$ cat config.mk
export PLATFORM = sky130hd
export DESIGN_NAME = ext_pin_change_irq
export DESIGN_NICKNAME = d
export VERILOG_FILES = /design/src/core/ext_irq_pkg.sv /design/src/core/ext_pin_change_irq.sv
export SDC_FILE = /design/constraint.sdc
export NUM_CORES = 1
export LEC_CHECK = 0
export ABC_AREA = 1
export BUFFER_PORTS_ARGS = -buffer_cell sky130_fd_sc_hd__buf_2
export CAP_MARGIN = 20
export CORE_ASPECT_RATIO = 1.75
export CORE_UTILIZATION = 53
export DETAILED_ROUTE_END_ITERATION = 8
export GPL_ROUTABILITY_DRIVEN = 0
export PLACE_DENSITY = 0.85
export SYNTH_ARGS = -nofsm -noshare
export SYNTH_HDL_FRONTEND = slang
export SYNTH_SLANG_ARGS = --single-unit
$ cat constraint.sdc
create_clock -name pclk -period 1.8 [get_ports pclk]
set_input_delay 0.27 -clock pclk [delete_from_list [all_inputs] [get_ports pclk]]
set_output_delay 0.27 -clock pclk [all_outputs]
set_load 0.03 [all_outputs]
$ cat src/core/ext_irq_pkg.sv
// Constants for the external pin and pin-change interrupt block
package ext_irq_pkg;
  // Register indices as printed; byte address is four times the index
  localparam logic [7:0] IDX_PCMASK0  = 8'h27;
  localparam logic [7:0] IDX_PCMASK1  = 8'h28;
  localparam logic [7:0] IDX_PCMASK2  = 8'h29;
  localparam logic [7:0] IDX_CTRL     = 8'h36;
  localparam logic [7:0] IDX_ENMASK   = 8'h3B;
  localparam logic [7:0] IDX_FLAGS    = 8'h3A;
  localparam logic [7:0] IDX_GLOBAL   = 8'h3F;
  localparam logic [7:0] IDX_IRQMASK  = 8'h3C;
  // Byte addresses of the registers
  localparam logic [11:0] ADDR_PCMASK0 = {2'b00, IDX_PCMASK0, 2'b00};
  localparam logic [11:0] ADDR_PCMASK1 = {2'b00, IDX_PCMASK1, 2'b00};
  localparam logic [11:0] ADDR_PCMASK2 = {2'b00, IDX_PCMASK2, 2'b00};
  localparam logic [11:0] ADDR_CTRL    = {2'b00, IDX_CTRL, 2'b00};
  localparam logic [11:0] ADDR_ENMASK  = {2'b00, IDX_ENMASK, 2'b00};
  localparam logic [11:0] ADDR_FLAGS   = {2'b00, IDX_FLAGS, 2'b00};
  localparam logic [11:0] ADDR_GLOBAL  = {2'b00, IDX_GLOBAL, 2'b00};
  localparam logic [11:0] ADDR_IRQMASK = {2'b00, IDX_IRQMASK, 2'b00};
  // Writable bits of each register
  localparam logic [7:0] WMASK_PCMASK0 = 8'hFF;
  localparam logic [7:0] WMASK_PCMASK1 = 8'h0F;
  localparam logic [7:0] WMASK_PCMASK2 = 8'h3F;
  localparam logic [7:0] WMASK_CTRL    = 8'h73;
  localparam logic [7:0] WMASK_EVENTS  = 8'h78;
  // Field positions
  localparam int EXT_BIT = 6;
  localparam int GRP2_BIT = 5;
  localparam int GRP1_BIT = 4;
  localparam int GRP0_BIT = 3;
  localparam int GLOBAL_BIT = 7;
  // Reset value of every register
  localparam logic [7:0] RESET_VALUE = 8'h00;
  // Sense select encodings
  localparam logic [1:0] SENSE_LOW  = 2'b00;
  localparam logic [1:0] SENSE_ANY  = 2'b01;
  localparam logic [1:0] SENSE_FALL = 2'b10;
  localparam logic [1:0] SENSE_RISE = 2'b11;
  // Number of pin-change inputs
  localparam int N_CHANGE = 18;
  // Dispatch state encodings
  typedef enum logic [1:0] {
    ST_IDLE = 2'b01,
    ST_ACK  = 2'b10
  } disp_state_t;
endpackage

$ cat src/core/ext_pin_change_irq.sv
// External pin and pin-change interrupt logic with APB registers
// How it works
// - Control bits 1:0 pick sense mode
// - Pin sampled before edge detection
// - External request needs enable and global flag
// - Output-configured pin still raises request
// - Group 2 covers inputs 17 to 12
// - Group 1 covers inputs 11 to 8
// - Group 0 covers inputs 7 to 0
// - External flag bit 6 sets on activity
// - Flags clear on service or one-write
// - External flag reads zero in level mode
// - Group flags bits 5,4,3 set on change
// - Pin needs own mask and group enable
// - Mask bits map onto group inputs
// - Reserved bits read as zero
// - Pin-change detection on all eighteen inputs
// - Edges and low level both need clock
// - Low level keeps requesting while low
`timescale 1ns/10ps
module ext_pin_change_irq
  import ext_irq_pkg::*;
(
  input  wire logic                          pclk,
  input  wire logic                          presetn,
  input  wire logic                          psel,
  input  wire logic                          penable,
  input  wire logic                          pwrite,
  input  wire logic [11:0]                   paddr,
  input  wire logic [31:0]                   pwdata,
  input  wire logic [3:0]                    pstrb,
  output logic      [31:0]                   prdata,
  output logic                               pready,
  output logic                               pslverr,
  input  wire logic                          external_irq_pin,
  input  wire logic [ext_irq_pkg::N_CHANGE-1:0] change_input_n,
  input  wire logic                          service_ack,
  input  wire logic [1:0]                    service_vector,
  output logic                               ext_request,
  output logic                               group0_request,
  output logic                               group1_request,
  output logic                               group2_request,
  output logic                               irq
);
  import ext_irq_pkg::*;

  // Timing in short:
  //   Pins pass two flops, then one more flop keeps the prior sample.
  //   A pin change shows in its flag three edges after it reaches the pin.
  //   Requests to dispatch follow the flags one edge later.
  //   Level mode builds its request straight from the synced pin, so the
  //   external flag is held at zero there and never reads as set.
  //   The APB answer comes one cycle after the setup edge, no more waits.
  //   Read data is latched at the setup edge and stands with pready.
  //   Writes land at the edge that ends the access phase.
  // Hazards and limits:
  //   Edge and change detection need pclk running; this block does not
  //   wake anything by itself, a sleeping core must keep pclk alive.
  //   Pulses shorter than one clock period may fall between two edges.
  //   A flag clear and a new event in one cycle leave the flag set, so an
  //   event that lands during a clear is never dropped.
  //   Detection stays quiet until the sync chains hold real samples, so a
  //   pin that idles high cannot fake an edge just after reset.
  //   Only byte lane 0 carries data; a write with its strobe low is dropped.
  //   Unmapped addresses answer with an error, read zero and ignore writes.
  //   The sleep bits of the control register are only stored here.
  // Trade-off: every output comes from a flop, which costs one cycle of
  //   latency on irq and the requests but keeps them glitch free.

  // All state of the block in one record
  typedef struct packed {
    logic [7:0]          pcmask0;      // Group 0 per-pin mask
    logic [7:0]          pcmask1;      // Group 1 per-pin mask
    logic [7:0]          pcmask2;      // Group 2 per-pin mask
    logic [7:0]          ctrl;         // Sense select and sleep bits
    logic [7:0]          enmask;       // Interrupt enable mask
    logic [7:0]          flags;        // Sticky event flags
    logic [7:0]          global_reg;   // Global interrupt flag in bit 7
    logic [7:0]          irqmask;      // Mask onto the irq output
    logic [1:0]          ext_sync;     // Synchroniser for external pin
    logic                ext_prev;     // Previous synced sample
    logic [N_CHANGE-1:0] chg_sync1;    // First stage for change inputs
    logic [N_CHANGE-1:0] chg_sync2;    // Second stage for change inputs
    logic [N_CHANGE-1:0] chg_prev;     // Previous synced samples
    logic                primed;       // Previous samples valid
    logic [1:0]          warm;         // Fill count of the sync chains
    logic [31:0]         rdata;        // Registered read data
    logic                ready;        // Access phase answer
    logic                slverr;       // Unmapped address answer
    logic                ext_req;      // External request out
    logic [2:0]          grp_req;      // Group requests out
    logic                irq_out;      // Combined interrupt out
  } state_t;

  state_t cur;        // Registered state
  state_t next_state; // Next state

  // Edge and change detection results
  logic [N_CHANGE-1:0] pin_change;
  logic [2:0]          grp_hit;
  logic                ext_event;
  logic                level_low;
  logic                wr_go;
  logic                rd_go;
  logic [7:0]          wbyte;
  logic [7:0]          flags_read;
  logic [7:0]          clr_vec;
  logic                mapped;

  // Per-pin change detection, one comparator per input
  genvar gi;
  generate
    for (gi = 0; gi < N_CHANGE; gi++) begin : g_chg
      // Only the second stage and prior sample are compared
      assign pin_change[gi] = cur.primed & (cur.chg_sync2[gi] ^ cur.chg_prev[gi]);
    end
  endgenerate

  // Group hits gated by per-pin masks
  always_comb begin
    grp_hit[0] = |(pin_change[7:0] & cur.pcmask0);
    grp_hit[1] = |(pin_change[11:8] & cur.pcmask1[3:0]);
    grp_hit[2] = |(pin_change[17:12] & cur.pcmask2[5:0]);
  end

  // External pin sense decode on the synchronised sample
  always_comb begin
    level_low = (cur.ctrl[1:0] == SENSE_LOW);
    case (cur.ctrl[1:0])
      SENSE_ANY:  ext_event = cur.primed & (cur.ext_sync[1] ^ cur.ext_prev);
      SENSE_FALL: ext_event = cur.primed & cur.ext_prev & ~cur.ext_sync[1];
      SENSE_RISE: ext_event = cur.primed & ~cur.ext_prev & cur.ext_sync[1];
      default:    ext_event = 1'b0;
    endcase
  end

  // Bus decode
  always_comb begin
    // A write with its lane 0 strobe low leaves every register alone
    wr_go = psel & penable & pwrite & cur.ready & pstrb[0];
    rd_go = psel & ~penable & ~pwrite;
    wbyte = pwdata[7:0];
    mapped = (paddr == ADDR_PCMASK0) | (paddr == ADDR_PCMASK1) |
             (paddr == ADDR_PCMASK2) | (paddr == ADDR_CTRL) |
             (paddr == ADDR_ENMASK) | (paddr == ADDR_FLAGS) |
             (paddr == ADDR_GLOBAL) | (paddr == ADDR_IRQMASK);
    // Level mode hides the external flag
    flags_read = cur.flags & WMASK_EVENTS;
    if (level_low) begin
      flags_read[EXT_BIT] = 1'b0;
    end
  end

  // Next-state logic for registers, detectors and outputs
  always_comb begin
    next_state = cur;
    clr_vec = 8'h00;
    // Synchronisers: first stage feeds only the second
    next_state.ext_sync  = {cur.ext_sync[0], external_irq_pin};
    next_state.ext_prev  = cur.ext_sync[1];
    next_state.chg_sync1 = change_input_n;
    next_state.chg_sync2 = cur.chg_sync1;
    next_state.chg_prev  = cur.chg_sync2;
    // Compare only once the chains hold real pin samples
    next_state.warm      = {cur.warm[0], 1'b1};
    next_state.primed    = cur.warm[1];
    // APB answer: no wait state, ready in the first access cycle
    next_state.ready  = psel & ~penable;
    next_state.slverr = psel & ~penable & ~mapped;
    if (rd_go) begin
      case (paddr)
        ADDR_PCMASK0: next_state.rdata = {24'h00_0000, cur.pcmask0};
        ADDR_PCMASK1: next_state.rdata = {24'h00_0000, cur.pcmask1 & WMASK_PCMASK1};
        ADDR_PCMASK2: next_state.rdata = {24'h00_0000, cur.pcmask2 & WMASK_PCMASK2};
        ADDR_CTRL:    next_state.rdata = {24'h00_0000, cur.ctrl};
        ADDR_ENMASK:  next_state.rdata = {24'h00_0000, cur.enmask & WMASK_EVENTS};
        ADDR_FLAGS:   next_state.rdata = {24'h00_0000, flags_read};
        ADDR_GLOBAL:  next_state.rdata = {24'h00_0000, cur.global_reg};
        ADDR_IRQMASK: next_state.rdata = {24'h00_0000, cur.irqmask};
        default:      next_state.rdata = 32'h0000_0000;
      endcase
    end
    // Register writes take effect on the completing edge
    if (wr_go) begin
      case (paddr)
        ADDR_PCMASK0: next_state.pcmask0 = wbyte & WMASK_PCMASK0;
        ADDR_PCMASK1: next_state.pcmask1 = wbyte & WMASK_PCMASK1;
        ADDR_PCMASK2: next_state.pcmask2 = wbyte & WMASK_PCMASK2;
        ADDR_CTRL:    next_state.ctrl    = wbyte & WMASK_CTRL;
        ADDR_ENMASK:  next_state.enmask  = wbyte & WMASK_EVENTS;
        ADDR_FLAGS:   clr_vec            = wbyte & WMASK_EVENTS;
        ADDR_GLOBAL:  next_state.global_reg = wbyte & 8'h80;
        ADDR_IRQMASK: next_state.irqmask = wbyte & WMASK_EVENTS;
        default:      clr_vec            = 8'h00;
      endcase
    end
    // Entering a service routine clears that vector's flag
    if (service_ack) begin
      case (service_vector)
        2'd0:    clr_vec[EXT_BIT]  = 1'b1;
        2'd1:    clr_vec[GRP0_BIT] = 1'b1;
        2'd2:    clr_vec[GRP1_BIT] = 1'b1;
        default: clr_vec[GRP2_BIT] = 1'b1;
      endcase
    end
    // Clear first, then set so a same-cycle event survives
    next_state.flags = cur.flags & ~clr_vec;
    if (ext_event) begin
      next_state.flags[EXT_BIT] = 1'b1;
    end
    if (level_low) begin
      next_state.flags[EXT_BIT] = 1'b0;
    end
    if (grp_hit[0]) next_state.flags[GRP0_BIT] = 1'b1;
    if (grp_hit[1]) next_state.flags[GRP1_BIT] = 1'b1;
    if (grp_hit[2]) next_state.flags[GRP2_BIT] = 1'b1;
    // Requests to dispatch need enable and the global flag
    next_state.ext_req = cur.global_reg[GLOBAL_BIT] & cur.enmask[EXT_BIT] &
                         (level_low ? ~cur.ext_sync[1] : cur.flags[EXT_BIT]);
    next_state.grp_req[0] = cur.global_reg[GLOBAL_BIT] & cur.enmask[GRP0_BIT] &
                            cur.flags[GRP0_BIT];
    next_state.grp_req[1] = cur.global_reg[GLOBAL_BIT] & cur.enmask[GRP1_BIT] &
                            cur.flags[GRP1_BIT];
    next_state.grp_req[2] = cur.global_reg[GLOBAL_BIT] & cur.enmask[GRP2_BIT] &
                            cur.flags[GRP2_BIT];
    // Irq follows unmasked flags
    next_state.irq_out = |(flags_read & cur.irqmask);
  end

  // State register
  always_ff @(posedge pclk or negedge presetn) begin
    if (!presetn) begin
      cur <= '0;
    end else begin
      cur <= next_state;
    end
  end

  // Outputs straight from flip-flops
  assign prdata         = cur.rdata;
  assign pready         = cur.ready;
  assign pslverr        = cur.slverr;
  assign ext_request    = cur.ext_req;
  assign group0_request = cur.grp_req[0];
  assign group1_request = cur.grp_req[1];
  assign group2_request = cur.grp_req[2];
  assign irq            = cur.irq_out;
endmodule

==> impl_results.md <==
- Status: finished, final reports clean
- Initial DRC count: between 300 and 400
- Average size of a mapped cell: 9.397 um^2
- Yosys cell types: 29
- IO Pins: approximately 110
- Tot GR Track Use: 0.2251
- WP buf/inv: 2
- Final period utilization: 0.8756
- Hold Crit Class: primary input to flop
- Synth Cell Area: around 4600 um^2
- Setup crit end kind: flop
- Dpl ws: 174.4 ps
- Largest net degree at the start of global routing: between 40 and 50
- Vias/cell: 5.160
- 1st-pass router iterations: 5
- Antenna violations before repair: 0
- Slowest cell on crit path: dfrtp_1
- Die Area: about 9100 um^2
- Die H: 125.3 um
- Setup crit start kind: flop
- RSZ-0062 raised after global routing: no
- Core footprint: 8368 um^2
- Leak Pwr: between 2 and 3 nW
- Residual DRC: 0
- CTS max path bufs: 2
- Number of synthesized register bits: about 110
- Final setup violation count: 0
- Layout cells sized above 1: 0.2035
- Sw Ratio: 0.2256
- Routed vias: 3509
- GRT overflow: 0
- CP peak stage delay: around 360 ps
- H-tree levels: 3
- Clock sink total: between 100 and 150
- Post-synth top area share: 0.6033
- Required time of the worst setup path: 2030 ps
- CTS tree: done
- Yosys warnings: 0
- Final Skew: a little under 6 ps
- Final WL: 9.361 mm
- Post-route setup slack: roughly 220 ps
- Routed wire length per instance: between 10 and 15 um
- Top cells by count, synth: nand2_1, dfrtp_1, nor2_1
- CTS buffer count: 9
- Top-count cell post-synth: nand2_1
- Synth Instances: 490
- Most used cell, CP: nor2_1
- Top delay family on crit path: simple AND/OR/NAND/NOR gates
- Vias in the first global route: 3430
- Latest clock arrival within the worst-skew pair: about 350 ps
- Ranking of synthesized cells by area: dfrtp_1, nand2_1, buf_4
- Max Freq: between 600 and 700 MHz
- Clk slew on worst S/H paths: 70 ps
- Critical path arrival: 1810 ps
- CTS resizes: 0
- Post-route ant nets: 0
- Cell-internal power: roughly 3.8 mW
- Clk network pwr share: 0.401
- VDD IR-drop max: between 0.8 and 0.9 mV
- N_diodes: 0
- CP Cell Sequence: inv_2 -> nor2_1 -> nand3_2 -> clkinv_2 -> nand4_2 -> nor2_1 -> a21oi_2
- Detailed placer's ending HPWL: about 7.2 mm
- Final Hold Violating Endpoints: 0
- Cell taking the most area after synthesis: dfrtp_1
- Starting density of the core: 0.5502
- EDFF count, synth: 0
- Net switching power: ~1.1 mW
- Critical Setup Path Class: flop to flop
- Sequential-to-total area share from yosys stat: 0.6033
- Combinational cell fraction of total power: 0.063
- P&R area growth vs syn: 14.59%
- Post-route minimum period: roughly 1600 ps
- Max Slew Vio Count: 0
- Setup Buffers After CTS: 0
- Root buffer cell: clkbuf_16
- Flop pwr share: 0.536
- Nets: 635
- Crit path max fanout: 16
- Max-cap violation count: 0
- First-pass GRT wire length: between 15 and 20 mm
- Chip width: between 70 and 80 um
- I/O Buffers: between 60 and 70
- Rows: 44
- PwrDens: around 920 nW/um^2
- Asr flop ratio synth: 1.000
- Setup TNS: 0 ps
- Post-synth top flop: dfrtp_1
[cell usage in the layout, fill, tap and decap left out, types with 7 or more instances in the layout]
cell         n
nand2_1    118
dfrtp_1    111
buf_2       61
nor2_1      43
nand3_1     36
o21ai_1     36
inv_1       34
conb_1      25
o21ai_0     14
nand4_1     12
a21oi_1     10
buf_4       10
clkbuf_16    9
nor2_2       8
inv_2        7
[state kept, by name, summed over array words and instances (netlist names)]
name,cells
cur,96
group0_request,1
group2_request,1
group1_request,1
pready,1
prdata,8
irq,1
ext_request,1
pslverr,1
[kinds of logic after synthesis]
logic type	count (synthesis)	share of synthesized area
AOI/OAI and AO/OA	66	0.07473
DFF	111	0.6033
other	2	0.001631
and+or+nand+nor	231	0.2247
buffers and inverters	80	0.09565
[metal layers]
layer	up-vias	part of all wire	global-route usage	wire, um
met1	1639	0.36	0.2299	3381
li1	1665	-	-	-
met4	0	0.052	0.1499	490
met3	37	0.063	0.06769	590
met2	168	0.52	0.3848	4899
met5	-	0	0	0
[final cells by class]
cell class,instances,area (um^2)
Fill cell,682,3092
Sequential cell,111,2778
Timing Repair Buffer,74,430.4
Tap cell,115,143.9
Inverter,42,158.9
Multi-Input combinational cell,322,1473
Clock inverter,3,42.54
Clock buffer,13,250.2
[per-stage QoR]
| stage | std cells | hold slack, ps | area [um^2] | total power, mW | util |
|---|---|---|---|---|---|
| after detailed placement | 663 | 155.0 | 4974 | 2.963 | 0.5943 |
| after global routing | 680 | 9.263 | 5276 | 5.026 | 0.6305 |
| final | 680 | 20.13 | 5276 | 4.871 | 0.6305 |
| after global placement | 663 | 154.4 | 4974 | 2.947 | 0.5943 |
| after CTS | 680 | 10.22 | 5276 | 4.908 | 0.6305 |
| after floorplan | 513 | -25.59 | 4691 | 2.838 | - |
[final timing paths]
| path | start | endpoint | slack (ps) | cells past startpoint |
|---|---|---|---|---|
| worst min-delay path | change_input_n[16] | cur[94] | 20 | 1 |
| worst min register to register | cur[87] | cur[69] | 350 | 0 |
| worst max-delay path | pready | cur[162] | 220 | 7 |
| worst max register to register | pready | cur[162] | 220 | 7 |
| min in group asynchronous | presetn | cur[65] | 320 | 2 |
| max in group asynchronous | presetn | prdata[3] | 910 | 3 |
[power groups by stage]
stage	combinational, mW	sequential, mW	clock (mW)
final	0.308	2.61	1.95
after global routing	0.341	2.62	2.07
after CTS	0.309	2.61	1.99
after detailed placement	0.307	2.66	0
after global placement	0.297	2.65	0
after floorplan	0.189	2.65	0
[repair_timing]
action	in CTS	in global routing
endpoints found under the setup margin	0	0
hold endpoints to repair	14	0
hold buffers	1	0
Power figures use the tool's default switching activity.
